`src/logic/ldd_cfg.svh`:
```
// Constants of the LED driver diagnostics block
// Operation
// RULE1 - Two-bit string voltage range select per channel.
// RULE2 - Range codes 0..3 scale 70, 50, 40, 30 V over 255.
// RULE3 - String voltage results, general and on-state, kept with parity.
// RULE4 - Steady dimming input still gets periodic forced requests.
// RULE5 - Warning flag latches when temperature reaches threshold.
// RULE6 - Warning threshold resets to code 179.
// RULE7 - Shutdown stops both channels, latches; ends below warning level.
// RULE8 - After shutdown, auto restart or restart on enable rising edge.
// RULE9 - Serial error latches its flag.
// RULE10 - Open counter overflow, about 50 us on, sets open flag.
// RULE11 - Low string voltage sets short flag; enabled only, first period masked.
// RULE12 - Low string voltage ends off-time at inductor current zero.
// RULE13 - Overcurrent latches channel flag and stops that channel.
// RULE14 - Status bit is one exactly while channel regulates.
// RULE15 - Dimming inputs debounced 200 ns; levels readable.
// RULE16 - Minimum on-time flag per channel, cleared on read.
// RULE17 - Last on-time in 200 ns steps; short reads zero; held when stopped.
// RULE18 - Power-on flag set only by power-on reset.
// RULE19 - Every latched flag clears when its register is read.
// RULE20 - Only overcurrent and shutdown disable outputs.
// RULE21 - Flag event coinciding with clear-on-read leaves flag set.
// RULE22 - Dimming high updates both results, else general only.
// RULE23 - Nonzero interval repeats request every interval sequences.
// RULE24 - Odd parity of each result in bit 8.
`ifndef LDD_CFG_SVH
`define LDD_CFG_SVH

// ====
// Timing
`define LDD_CLK_PERIOD_NS       10
`define LDD_DEBOUNCE_NS         200
`define LDD_ONTIME_STEP_NS      200
`define LDD_OPEN_TIME_US        50

// ====
// Register offsets
`define LDD_ADDR_CHAN_FLAGS     7'h15
`define LDD_ADDR_DEV_FLAGS      7'h16
`define LDD_ADDR_VOLT1          7'h20
`define LDD_ADDR_VOLT2          7'h21
`define LDD_ADDR_VOLT_ON1       7'h22
`define LDD_ADDR_VOLT_ON2       7'h23
`define LDD_ADDR_TEMP           7'h24
`define LDD_ADDR_TON1           7'h25
`define LDD_ADDR_TON2           7'h26
`define LDD_ADDR_RANGE          7'h30
`define LDD_ADDR_WARN_THR       7'h31
`define LDD_ADDR_CHAN_CTRL      7'h32
`define LDD_ADDR_FORCED         7'h33

// ====
// Field positions
`define LDD_CF_OPEN             0
`define LDD_CF_SHORT            2
`define LDD_CF_OVERCUR          4
`define LDD_CF_MINTON           6
`define LDD_DF_WARN             0
`define LDD_DF_SHUTDOWN         1
`define LDD_DF_SERIAL           2
`define LDD_DF_POWERON          3
`define LDD_DF_DIMLEVEL         4
`define LDD_DF_STATUS           6
`define LDD_CC_ENABLE           0
`define LDD_CC_AUTOREC          2
`define LDD_PARITY_BIT          8

// ====
// Reset values and scale factors
`define LDD_WARN_THR_RESET      8'hB3
`define LDD_TSD_LEVEL_RESET     8'hC8
`define LDD_SCALE_RANGE0        8'h46
`define LDD_SCALE_RANGE1        8'h32
`define LDD_SCALE_RANGE2        8'h28
`define LDD_SCALE_RANGE3        8'h1E

`endif

```
`src/logic/ldd_diag_fix_note.sv`:
```
// Spare design unit; holds no logic

```
`src/logic/ldd_pkg.sv`:
```
// Types shared by the LED driver diagnostics files
package ldd_pkg;
    typedef enum logic [1:0] {
        SRC_TEMP  = 2'b00,
        SRC_VOLT1 = 2'b01,
        SRC_VOLT2 = 2'b10,
        SRC_OTHER = 2'b11
    } ldd_adc_src_t;

    typedef logic [8:0] ldd_result_t;
endpackage

```
`src/logic/ldd_diag.sv`:
```
// Diagnostics, measurement storage and status of the dual LED driver
`timescale 1ns/1ps
`default_nettype none
`include "ldd_cfg.svh"

module ldd_diag #(
    parameter int OPEN_CYCLES =
        (`LDD_OPEN_TIME_US * 1000) / `LDD_CLK_PERIOD_NS,
    parameter logic [7:0] TSD_LEVEL = `LDD_TSD_LEVEL_RESET
) (
    input  wire logic        clock,
    input  wire logic        rst_n,
    input  wire logic [1:0]  dimCtrlInput,
    input  wire logic        adcValid,
    input  wire logic [1:0]  adcSource,
    input  wire logic [7:0]  adcData,
    input  wire logic        adcSeqDone,
    input  wire logic [1:0]  shortComp,
    input  wire logic [1:0]  overcurrentDet,
    input  wire logic        serialErr,
    input  wire logic [1:0]  buckOnPhase,
    input  wire logic [1:0]  switchPeriodEnd,
    input  wire logic [1:0]  inductorZero,
    input  wire logic [1:0]  minOnDet,
    input  wire logic        regRead,
    input  wire logic        regWrite,
    input  wire logic [6:0]  regAddr,
    input  wire logic [15:0] regWdata,
    output var  logic [15:0] regRdata,
    output wire logic [1:0]  buckEnable,
    output var  logic [1:0]  measRequest,
    output wire logic [1:0]  offTimeEnd,
    output wire logic [3:0]  stringVoltRangeSel,
    output wire logic [15:0] stringVoltFullScale
);
    localparam int OW = $clog2(OPEN_CYCLES + 1);

    // ====
    // Control registers
    logic [3:0] rangeSel;
    logic [7:0] warnThreshold;
    logic [1:0] chanEnBit;
    logic [1:0] autoRecover;
    logic [8:0] forcedInterval;

    wire wrRange  = regWrite && (regAddr == `LDD_ADDR_RANGE);
    wire wrThr    = regWrite && (regAddr == `LDD_ADDR_WARN_THR);
    wire wrCtrl   = regWrite && (regAddr == `LDD_ADDR_CHAN_CTRL);
    wire wrForced = regWrite && (regAddr == `LDD_ADDR_FORCED);

    always_ff @(posedge clock or negedge rst_n)
    begin
        if (!rst_n)
        begin
            rangeSel       <= 4'h0;
            warnThreshold  <= `LDD_WARN_THR_RESET; // RULE6
            chanEnBit      <= 2'h0;
            autoRecover    <= 2'h0;
            forcedInterval <= 9'h000;
        end
        else
        begin
            if (wrRange)
                rangeSel <= regWdata[3:0]; // RULE1
            if (wrThr)
                warnThreshold <= regWdata[7:0];
            if (wrCtrl)
            begin
                chanEnBit   <= regWdata[`LDD_CC_ENABLE +: 2];
                autoRecover <= regWdata[`LDD_CC_AUTOREC +: 2];
            end
            if (wrForced)
                forcedInterval <= regWdata[8:0];
        end
    end

    assign stringVoltRangeSel = rangeSel;

    // ====
    // Temperature, warning and shutdown
    ldd_pkg::ldd_result_t tempResult;
    logic                 tsdActive;

    wire tempHit  = adcValid && (adcSource == ldd_pkg::SRC_TEMP);
    wire tempWarn = (tempResult[7:0] >= warnThreshold); // RULE5
    wire tempHot  = (tempResult[7:0] >= TSD_LEVEL);
    wire tsdStart = tempHot && !tsdActive;
    wire tsdEnd   = tsdActive && !tempWarn; // RULE7

    always_ff @(posedge clock or negedge rst_n)
    begin
        if (!rst_n)
        begin
            tempResult <= 9'h100;
            tsdActive  <= 1'b0;
        end
        else
        begin
            if (tempHit)
                tempResult <= {~^adcData, adcData}; // RULE24
            if (tsdStart)
                tsdActive <= 1'b1;
            else if (tsdEnd)
                tsdActive <= 1'b0;
        end
    end

    // ====
    // Per-channel logic
    logic [1:0] dimLevel;
    logic [1:0] chanStatus;
    logic [1:0] openSet;
    logic [1:0] shortSet;
    logic [8:0] voltRes   [2];
    logic [8:0] voltOnRes [2];
    logic [7:0] tonDur    [2];

    genvar ch;
    for (ch = 0; ch < 2; ch++)
    begin : g_ch
        localparam logic [1:0] MY_SRC =
            (ch == 0) ? ldd_pkg::SRC_VOLT1 : ldd_pkg::SRC_VOLT2;

        logic          dimPrev;
        logic          enPrev;
        logic          run;
        logic          shortMask;
        logic [8:0]    seqCount;
        logic [OW-1:0] openCount;
        logic [8:0]    volt;
        logic [8:0]    voltOn;
        logic [7:0]    scale;

        wire dimFall    = dimPrev & ~dimLevel[ch];
        wire intervalNz = (forcedInterval != 9'h000);
        wire forceHit   = adcSeqDone && intervalNz &&
                          (seqCount >= forcedInterval - 9'h001);
        wire reqNow     = dimFall | forceHit;
        wire voltHit    = adcValid && (adcSource == MY_SRC);
        wire enRise     = chanEnBit[ch] & ~enPrev;
        wire onActive   = buckOnPhase[ch] & buckEnable[ch];
        wire openDone   = (openCount == OW'(OPEN_CYCLES - 1));

        ldd_debounce u_debounce (
            .clock (clock),
            .rst_n (rst_n),
            .pinIn (dimCtrlInput[ch]),
            .level (dimLevel[ch])
        );

        ldd_ontime u_ontime (
            .clock    (clock),
            .rst_n    (rst_n),
            .onPhase  (onActive),
            .duration (tonDur[ch])
        );

        // A falling edge restarts the cadence, so only steady inputs force
        always_ff @(posedge clock or negedge rst_n)
        begin
            if (!rst_n)
            begin
                dimPrev         <= 1'b0;
                seqCount        <= 9'h000;
                measRequest[ch] <= 1'b0;
            end
            else
            begin
                dimPrev         <= dimLevel[ch];
                measRequest[ch] <= reqNow; // RULE4 RULE23
                if (reqNow)
                    seqCount <= 9'h000;
                else if (adcSeqDone && seqCount != 9'h1FF)
                    seqCount <= seqCount + 9'h001;
            end
        end

        always_ff @(posedge clock or negedge rst_n)
        begin
            if (!rst_n)
            begin
                volt   <= 9'h100;
                voltOn <= 9'h100;
            end
            else if (voltHit)
            begin
                volt <= {~^adcData, adcData}; // RULE3 RULE24
                if (dimLevel[ch])
                    voltOn <= {~^adcData, adcData}; // RULE22
            end
        end

        // Lost on overcurrent, or on shutdown without auto recovery; regained on enable rising edge
        always_ff @(posedge clock or negedge rst_n)
        begin
            if (!rst_n)
            begin
                enPrev <= 1'b0;
                run    <= 1'b1;
            end
            else
            begin
                enPrev <= chanEnBit[ch];
                if (overcurrentDet[ch])
                    run <= 1'b0; // RULE13
                else if (tsdStart && !autoRecover[ch])
                    run <= 1'b0; // RULE8
                else if (enRise)
                    run <= 1'b1; // RULE8
            end
        end

        // Short masked until the first period ends
        always_ff @(posedge clock or negedge rst_n)
        begin
            if (!rst_n)
            begin
                shortMask <= 1'b1;
                openCount <= '0;
            end
            else
            begin
                if (!buckEnable[ch])
                    shortMask <= 1'b1;
                else if (switchPeriodEnd[ch])
                    shortMask <= 1'b0; // RULE11
                if (!onActive)
                    openCount <= '0;
                else if (!openDone)
                    openCount <= openCount + OW'(1); // RULE10
            end
        end

        always_comb
        begin
            unique case (rangeSel[2*ch +: 2])
                2'h0:    scale = `LDD_SCALE_RANGE0; // RULE2
                2'h1:    scale = `LDD_SCALE_RANGE1;
                2'h2:    scale = `LDD_SCALE_RANGE2;
                2'h3:    scale = `LDD_SCALE_RANGE3;
            endcase
        end

        // Besides a cleared enable bit, only shutdown and overcurrent stop a channel
        assign buckEnable[ch] = chanEnBit[ch] & run & ~tsdActive; // RULE7 RULE20
        assign chanStatus[ch] = buckEnable[ch] & dimLevel[ch]; // RULE14
        assign openSet[ch]    = onActive & openDone; // RULE10
        assign shortSet[ch]   = buckEnable[ch] & ~shortMask & shortComp[ch]; // RULE11
        assign offTimeEnd[ch] = shortComp[ch] & inductorZero[ch]; // RULE12
        assign voltRes[ch]    = volt;
        assign voltOnRes[ch]  = voltOn;
        assign stringVoltFullScale[8*ch +: 8] = scale;
    end

    // ====
    // Latched flags, cleared by reading their register
    logic [7:0] chanFlags;
    logic [3:0] devFlags;

    wire rdChan = regRead && (regAddr == `LDD_ADDR_CHAN_FLAGS);
    wire rdDev  = regRead && (regAddr == `LDD_ADDR_DEV_FLAGS);

    wire [7:0] chanSet = {minOnDet, overcurrentDet, shortSet, openSet};
    wire [3:0] devSet  = {1'b0, serialErr, tsdStart, tempWarn};

    // Set after clear, so a coinciding event survives
    wire [7:0] next_chanFlags =
        (chanFlags & ~{8{rdChan}}) | chanSet; // RULE16 RULE19 RULE21
    wire [3:0] next_devFlags =
        (devFlags & ~{4{rdDev}}) | devSet; // RULE9 RULE19 RULE21

    always_ff @(posedge clock or negedge rst_n)
    begin
        if (!rst_n)
        begin
            chanFlags <= 8'h00;
            devFlags  <= 4'h8; // RULE18
        end
        else
        begin
            chanFlags <= next_chanFlags;
            devFlags  <= next_devFlags;
        end
    end

    // ====
    // Read path
    logic [15:0] readMux;

    always_comb
    begin
        unique case (regAddr)
            `LDD_ADDR_CHAN_FLAGS: readMux = {8'h00, chanFlags};
            `LDD_ADDR_DEV_FLAGS:  readMux = {8'h00, chanStatus,
                                             dimLevel, devFlags}; // RULE15
            `LDD_ADDR_VOLT1:      readMux = {7'h00, voltRes[0]};
            `LDD_ADDR_VOLT2:      readMux = {7'h00, voltRes[1]};
            `LDD_ADDR_VOLT_ON1:   readMux = {7'h00, voltOnRes[0]};
            `LDD_ADDR_VOLT_ON2:   readMux = {7'h00, voltOnRes[1]};
            `LDD_ADDR_TEMP:       readMux = {7'h00, tempResult};
            `LDD_ADDR_TON1:       readMux = {8'h00, tonDur[0]};
            `LDD_ADDR_TON2:       readMux = {8'h00, tonDur[1]};
            `LDD_ADDR_RANGE:      readMux = {12'h000, rangeSel};
            `LDD_ADDR_WARN_THR:   readMux = {8'h00, warnThreshold};
            `LDD_ADDR_CHAN_CTRL:  readMux = {12'h000, autoRecover,
                                             chanEnBit};
            `LDD_ADDR_FORCED:     readMux = {7'h00, forcedInterval};
            default:              readMux = 16'h0000;
        endcase
    end

    // Taken on the clearing edge, so flags are seen before the clear
    always_ff @(posedge clock or negedge rst_n)
    begin
        if (!rst_n)
            regRdata <= 16'h0000;
        else if (regRead)
            regRdata <= readMux;
    end
endmodule
`default_nettype wire

```
`src/logic/ldd_debounce.sv`:
```
// Pin synchroniser and debounce filter for one dimming input
`timescale 1ns/1ps
`default_nettype none
`include "ldd_cfg.svh"

module ldd_debounce #(
    parameter int FILTER_CYCLES =
        (`LDD_DEBOUNCE_NS + `LDD_CLK_PERIOD_NS - 1) / `LDD_CLK_PERIOD_NS
) (
    input  wire logic clock,
    input  wire logic rst_n,
    input  wire logic pinIn,
    output var  logic level
);
    localparam int CW = $clog2(FILTER_CYCLES + 1);

    logic          syncA;
    logic          syncB;
    logic          syncC;
    logic [CW-1:0] stableCount;

    wire agree   = (syncB == syncC);
    wire differs = (syncC != level);
    wire done    = (stableCount == CW'(FILTER_CYCLES - 1));

    always_ff @(posedge clock or negedge rst_n)
    begin
        if (!rst_n)
        begin
            syncA <= 1'b0;
            syncB <= 1'b0;
            syncC <= 1'b0;
        end
        else
        begin
            syncA <= pinIn;
            syncB <= syncA;
            syncC <= syncB;
        end
    end

    // Level moves only after a full filter time
    always_ff @(posedge clock or negedge rst_n)
    begin
        if (!rst_n)
        begin
            stableCount <= '0;
            level       <= 1'b0;
        end
        else if (!agree || !differs)
            stableCount <= '0;
        else if (done)
        begin
            stableCount <= '0;
            level       <= syncC; // RULE15
        end
        else
            stableCount <= stableCount + CW'(1);
    end
endmodule
`default_nettype wire

```
`src/logic/ldd_ontime.sv`:
```
// On-time measurement of one buck channel in fixed steps
`timescale 1ns/1ps
`default_nettype none
`include "ldd_cfg.svh"

module ldd_ontime #(
    parameter int STEP_CYCLES =
        `LDD_ONTIME_STEP_NS / `LDD_CLK_PERIOD_NS
) (
    input  wire logic       clock,
    input  wire logic       rst_n,
    input  wire logic       onPhase,
    output var  logic [7:0] duration
);
    localparam int PW = $clog2(STEP_CYCLES + 1);

    logic          onPrev;
    logic [PW-1:0] prescale;
    logic [7:0]    steps;

    wire stepDone = (prescale == PW'(STEP_CYCLES - 1));
    wire onEnd    = onPrev & ~onPhase;

    always_ff @(posedge clock or negedge rst_n)
    begin
        if (!rst_n)
        begin
            onPrev   <= 1'b0;
            prescale <= '0;
            steps    <= 8'h00;
            duration <= 8'h00;
        end
        else
        begin
            onPrev <= onPhase;
            if (onEnd)
            begin
                duration <= steps; // RULE17
                steps    <= 8'h00;
                prescale <= '0;
            end
            else if (onPhase)
            begin
                prescale <= stepDone ? '0 : prescale + PW'(1);
                // Saturate rather than wrap on very long on-times
                if (stepDone && steps != 8'hFF)
                    steps <= steps + 8'h01;
            end
        end
    end
endmodule
`default_nettype wire

```
`config.mk`:
```
export PLATFORM = sky130hd
export DESIGN_NAME = ldd_diag
export DESIGN_NICKNAME = d
export VERILOG_FILES = /design/src/logic/ldd_diag_fix_note.sv /design/src/logic/ldd_pkg.sv /design/src/logic/ldd_diag.sv /design/src/logic/ldd_debounce.sv /design/src/logic/ldd_ontime.sv
export VERILOG_INCLUDE_DIRS = /design/src /design/src/logic
export SDC_FILE = /design/constraint.sdc
export NUM_CORES = 1
export LEC_CHECK = 0
export BUFFER_PORTS_ARGS = -buffer_cell sky130_fd_sc_hd__buf_2
export CAP_MARGIN = 20
export CORE_UTILIZATION = 35
export DETAILED_ROUTE_END_ITERATION = 10
export GPL_TIMING_DRIVEN = 1
export REMOVE_ABC_BUFFERS = 1
export SKIP_CTS_REPAIR_TIMING = 1
export SYNTH_ARGS = -nofsm -noshare
export SYNTH_HDL_FRONTEND = slang
export SYNTH_HIERARCHICAL = 1
export SYNTH_SLANG_ARGS = --single-unit
```
`constraint.sdc`:
```
create_clock -name clock -period 6 [get_ports clock]
set_input_delay 1.8 -clock clock [delete_from_list [all_inputs] [get_ports clock]]
set_output_delay 1.8 -clock clock [all_outputs]
set_load 0.01 [all_outputs]
```
# Yosys cells after proc, flatten, opt, wreduce, memory -nomap -nowiden
# Index checks and enable logic that the tools add are counted.
# totals
word_cells,230
input_bits,54
reg_bits,215
# op_classes
mux,39
add_sub_neg,11
n_bitwise,41
n_reduce_logical,50
magnitude_cmp,4
n_eq_ne,39
# op_table
cell,n
9-bit one-hot mux with 13 select lines,1
7-bit by 6-bit equality test with 1-bit output (second input constant),11
8-bit one-hot mux with 4 select lines,2
13-bit two-way mux,4
5-bit two-way mux,10
8-bit two-way mux,6
9-bit two-way mux,4
13-bit by 1-bit adder with 13-bit output (second input constant),2
13-bit equality test (second input constant),2
1-bit bitwise AND,22
5-bit by 1-bit adder with 5-bit output (second input constant),4
5-bit equality test (second input constant),4
1-bit logical AND,20
9-bit by 1-bit adder with 9-bit output (second input constant),2
9-bit greater-or-equal comparator,2
9-bit inequality test (second input constant),2
8-bit by 1-bit adder with 8-bit output (second input constant),2
8-bit inequality test (second input constant),2
7-bit by 5-bit equality test with 1-bit output (second input constant),2
2-bit nonzero test,7
1-bit two-way mux,12
2-bit AND reduction,6
1-bit NOT,11
2-bit equality test (second input constant),5
20 further kinds,39

# Longest topological paths before layout
# depth
depth_word,7
mapped_depth,12

# Cells and area by module
# The synthesis kept the hierarchy.
# by_module_without_submodules
module,seq_area_each_um2,area_per_inst_um2,cells_per_inst,instances
ldd_diag,3672.3,8364.3,839,1
ldd_ontime at g_ch[0].u_ontime,550.5,1054.8,93,1
ldd_ontime at g_ch[1].u_ontime,550.5,1032.2,109,1
ldd_debounce,225.2,376.6,31,2

# Worst setup path before layout
# No wires, ideal clock.
# synth_path
path_type,in2out
start,in inductorZero[0]
end,out offTimeEnd[0]
required_time_ns,4.200
arrival_ns,1.965
path_slack_ns,2.235
path_stages,1
path_buffers,0
path_cell_list,and2_1
# synth_between
elab_chain_cells,1
# synth_rtl
element,line,source
"start, declared",ldd_diag.sv:23,"input wire logic [1:0] inductorZero,"
1-bit bitwise AND,ldd_diag.sv:249,assign offTimeEnd[ch] = shortComp[ch] & inductorZero[ch];
"end, declared",ldd_diag.sv:32,"output wire logic [1:0] offTimeEnd,"
# No other way between the ends.

# Worst setup path after layout
# layout_path
start,in shortComp[0]
end,out offTimeEnd[0]
# layout_between
elab_chain_cells,1
# layout_rtl
element,line,source
"start, declared",ldd_diag.sv:18,"input wire logic [1:0] shortComp,"
1-bit bitwise AND,ldd_diag.sv:249,
# No other way between the ends.

==> results.md <==
- The run finished, with violations left.
- The final reports fail on design-rule violations.
- The first-pass GRT wire length is 44.8 mm.
- The total grt overflow is 0.
- Once detail routing completed, the nets flagged for antenna violations numbered 0.
- The smallest clock period supported by the final layout is computed as a little under 4 ns.
- Of the total power, the clock network draws 0.393.
- The share of Yosys cell area claimed by the top area cell type is 0.431.
- By area the synthesized netlist is led by sky130_fd_sc_hd__dfrtp_1 43%, sky130_fd_sc_hd__mux2_2 6.4%, sky130_fd_sc_hd__nand2_1 4.8%.
- The worst setup path is launched from an input port.
- The switching power total is 1050 uW.
- The combined global-route utilization of all metal layers is 0.171.
- The cell-internal power is 2680 uW.
- By count the netlist is led by 193 x sky130_fd_sc_hd__dfrtp_1, 142 x sky130_fd_sc_hd__nand2_1, 64 x sky130_fd_sc_hd__mux2_2, 64 x sky130_fd_sc_hd__nor2_1, 61 x sky130_fd_sc_hd__o21ai_0.
- The largest voltage drop on the vdd net is 153 uV.
- The leakage power figure is 0.00569 uW.
- The root buffer cell is sky130_fd_sc_hd__clkbuf_16.
- The top cell type by total area after synthesis is sky130_fd_sc_hd__dfrtp_1.
- The via count of the first global-routing pass is ~8000.
- Of the total power, the share spent switching nets is 0.282.
- The insertion delay to the later sink of the worst-skew pair is ~0.52 ns.
- The synthesized design contains 208 register bits.
- The final max-slew violation count is 0.
- The worst pin sits at a relative slew slack of 0.295.
- The average footprint of a synthesized cell is 10.2 sq um.
- Input and output buffers added on the ports amount to 77.
- The number of nets in the finished design is 1258.
- The worst reg-to-reg path cell count is 11.
- The CTS H-tree depth is 1.
- The startpoint-to-endpoint class of the critical path is in2out.
- The kind of capture point of the worst setup path is a primary output.
- The share of total power dissipated in sequential elements is 0.444.
- The final hold violation count is 0.
- The post-route setup TNS is 0 ns.
- The initial antenna violation count was 0.
- The count of TritonRoute iterations in the first routing pass is 9.
- The number of DRC markers after the initial detailed-route iteration is approximately 630.
- The worst hold path was traced through 0 stages.
- For the pin with the worst max-slew slack, the measured transition is 1.06 ns.
- In this run the worst path has a maximum fanout of 2.
- The classification of the worst-slack hold path is reg2reg.
- For this block, the routed nets add up to 27.7 mm of wire.
- The proportion of layout cells with a drive suffix above 1 is 0.200.
- Hold timing on the final database bottoms out at a slack of 0.353 ns.
- No sink is reached through more buffers than the 3 on the longest clock path.
- Of all flip-flops after synthesis, the portion carrying an async set or reset was 1.00.
- The routed length per placed instance is ~17 um.
- Row generation in the floorplan step produced 65 rows.
- The die covers approximately 33000 sq um.
- The number of diodes is 0.
- The count of filler cells inserted in the layout is ~3100.
- After clock tree synthesis, the clock-pin slew on the worst setup and hold paths is 0.06 ns.
- The data arrival time at the worst-slack endpoint is ~2.2 ns.
- The synthesized design contains 0 enable-type register cells.
- Between clock sinks in the finished design, the worst skew comes to 0.0111 ns.
- The most common flop cell mapped by yosys is sky130_fd_sc_hd__dfrtp_1.
- The area growth from synthesis to layout is 12.9%.
- The tool flagged a number of max-cap violations equal to 0.
- The initial utilization of the core area, before any placement, comes to 0.355.
- The vertical extent of the die is 181 um.
- The total number of vias is about 8400.
- The largest net degree at the start of global routing is 102.
- Synthesis instantiated 93 different standard cells from the library.
- The completed layout was analyzed and its total power is ~3700 uW.
- The area of the mapped netlist is 11200 sq um.
- The share of the yosys chip area belonging to registers is 0.466.
- After technology mapping, the gate count stands at 1103.
- After detailed routing, the number of remaining DRC violations is 4.
- The data required time at the worst endpoint is 4.20 ns.
- In the routed layout, each cell is associated on average with a via count of 5.32.
- For this run, the number of Yosys warnings is 6.
- The power share of the combinational group is 0.163.
- TritonCTS built the clock tree.
- The die outline width is 181 um.
- The most frequent cell after synthesis is sky130_fd_sc_hd__dfrtp_1.
- Routability-driven placement finished with a final weighted congestion of 0.851.
- In this run the power density over the cells is 295 nW/um^2.
- The half-perimeter wire length after placement is 19.4 mm.
- CTS saw around 210 sinks.
- The share of the clock period used by the worst path after layout is 0.660.
- The highest attainable clock frequency is approximately 250 MHz.
- Setup repair after global routing left no endpoint under its margin.
- The number of top-level design ports is 96.
- The number of CTS-inserted buffers is 24.
- The setup-violating endpoint count in the final report is 0.
- After floorplanning, the core was sized to cover 31600 sq um.
[stage by stage]
step / worst slack [ns] / cells / util / instance area (sq um)
floorplan: 2.24 / 1051 / - / 10900
global placement: 1.70 / 1540 / 0.376 / 11900
detailed placement: 1.70 / 1540 / 0.376 / 11900
CTS: 2.04 / 1584 / 0.401 / 12600
global route: 2.02 / 1584 / 0.401 / 12600
finish: 2.04 / 1584 / 0.401 / 12600
[power groups by stage]
stage	Combinational, uW	Clock [uW]	Sequential (uW)
2_1_floorplan	426	0	1640
6_report	608	1460	1660
5_1_grt	692	1550	1680
3_5_place_dp	611	0	1680
3_3_place_gp	598	0	1680
4_1_cts	615	1500	1660
[layout by cell type, fill, tap and decap left out, types with 5 or more instances in the layout]
| cell type | count |
|---|---|
| sky130_fd_sc_hd__a211oi_1 | 10 |
| sky130_fd_sc_hd__a21o_1 | 10 |
| sky130_fd_sc_hd__a21oi_1 | 26 |
| sky130_fd_sc_hd__a221oi_1 | 5 |
| sky130_fd_sc_hd__a22o_1 | 11 |
| sky130_fd_sc_hd__a22oi_1 | 7 |
| sky130_fd_sc_hd__a31oi_1 | 5 |
| sky130_fd_sc_hd__a32o_1 | 5 |
| sky130_fd_sc_hd__and2_1 | 7 |
| sky130_fd_sc_hd__and3_1 | 9 |
| sky130_fd_sc_hd__buf_2 | 76 |
| sky130_fd_sc_hd__buf_4 | 10 |
| sky130_fd_sc_hd__clkbuf_1 | 7 |
| sky130_fd_sc_hd__clkbuf_16 | 24 |
| sky130_fd_sc_hd__clkinv_2 | 5 |
| sky130_fd_sc_hd__conb_1 | 11 |
| sky130_fd_sc_hd__dfrtp_1 | 193 |
| sky130_fd_sc_hd__dfstp_2 | 15 |
| sky130_fd_sc_hd__ha_1 | 40 |
| sky130_fd_sc_hd__inv_1 | 45 |
| sky130_fd_sc_hd__mux2_2 | 64 |
| sky130_fd_sc_hd__mux2i_1 | 13 |
| sky130_fd_sc_hd__nand2_1 | 142 |
| sky130_fd_sc_hd__nand2b_1 | 10 |
| sky130_fd_sc_hd__nand3_1 | 58 |
| sky130_fd_sc_hd__nand3b_1 | 7 |
| sky130_fd_sc_hd__nand4_1 | 20 |
| sky130_fd_sc_hd__nor2_1 | 64 |
| sky130_fd_sc_hd__nor2b_1 | 16 |
| sky130_fd_sc_hd__nor3_1 | 25 |
| sky130_fd_sc_hd__o211ai_1 | 12 |
| sky130_fd_sc_hd__o21ai_0 | 61 |
| sky130_fd_sc_hd__o31ai_1 | 5 |
| sky130_fd_sc_hd__or3_1 | 9 |
| sky130_fd_sc_hd__xnor2_1 | 30 |
| sky130_fd_sc_hd__xor2_1 | 23 |
[state kept, by name, summed over array words and instances (netlist names), 4 cells and up]
name,cells
warnThreshold,8
devFlags,4
g_ch.u_ontime/steps,16
tempResult,9
chanFlags,8
stringVoltRangeSel,4
g_ch.volt,18
regRdata,9
g_ch.u_debounce/stableCount,10
g_ch.openCount,26
g_ch.voltOn,18
g_ch.u_ontime/prescale,10
g_ch.u_ontime/duration,16
forcedInterval,9
g_ch.seqCount,18
[worst paths after layout]
path	startpoint	end	slack [ns]
worst max register to register	forcedInterval[0]	measRequest[1]	2.93
worst max-delay path	shortComp[0]	offTimeEnd[0]	2.04
worst min-delay path	g_ch[0].u_debounce/syncA	g_ch[0].u_debounce/syncB	0.35
min in group asynchronous	rst_n	g_ch[1].seqCount[1]	1.31
max in group asynchronous	rst_n	warnThreshold[1]	3.60
worst min register to register	g_ch[0].u_debounce/syncA	g_ch[0].u_debounce/syncB	0.35
[worst max-delay path, stage by stage]
cell and delay, ns:
sky130_fd_sc_hd__buf_2 0.11, sky130_fd_sc_hd__and2_1 0.12, sky130_fd_sc_hd__buf_2 0.13
[metal layers]
| layer | vias up | share of wire | global-route usage |
|---|---|---|---|
| li1 | 4022 | - | - |
| met2 | 204 | 0.46 | 0.276 |
| met5 | - | 0 | 0 |
| met1 | 4151 | 0.47 | 0.241 |
| met4 | 0 | 0.024 | 0.0485 |
| met3 | 45 | 0.042 | 0.0220 |
[kinds of logic (layout without fill, tap and decap cells)]
group,after synthesis,in the layout,synth area share
compound gates,200,200,0.127
mux,81,81,0.0830
buf+inv,109,178,0.0480
fa+ha+maj,42,42,0.0465
simple gates,406,406,0.182
xor+xnor,56,56,0.0476
other cells,1,11,0.000335
flops,208,208,0.466
[final cells by class]
class,instances,area (sq um),area share
Clock buffer,35,682,0.0539
Sequential cell,208,5220,0.413
Timing Repair Buffer,87,470,0.0372
Tap cell,402,503,0.0398
Multi-Input combinational cell,796,5480,0.433
Clock inverter,9,110,0.00871
Inverter,47,176,0.0140
(Power assumes the default switching activity.)
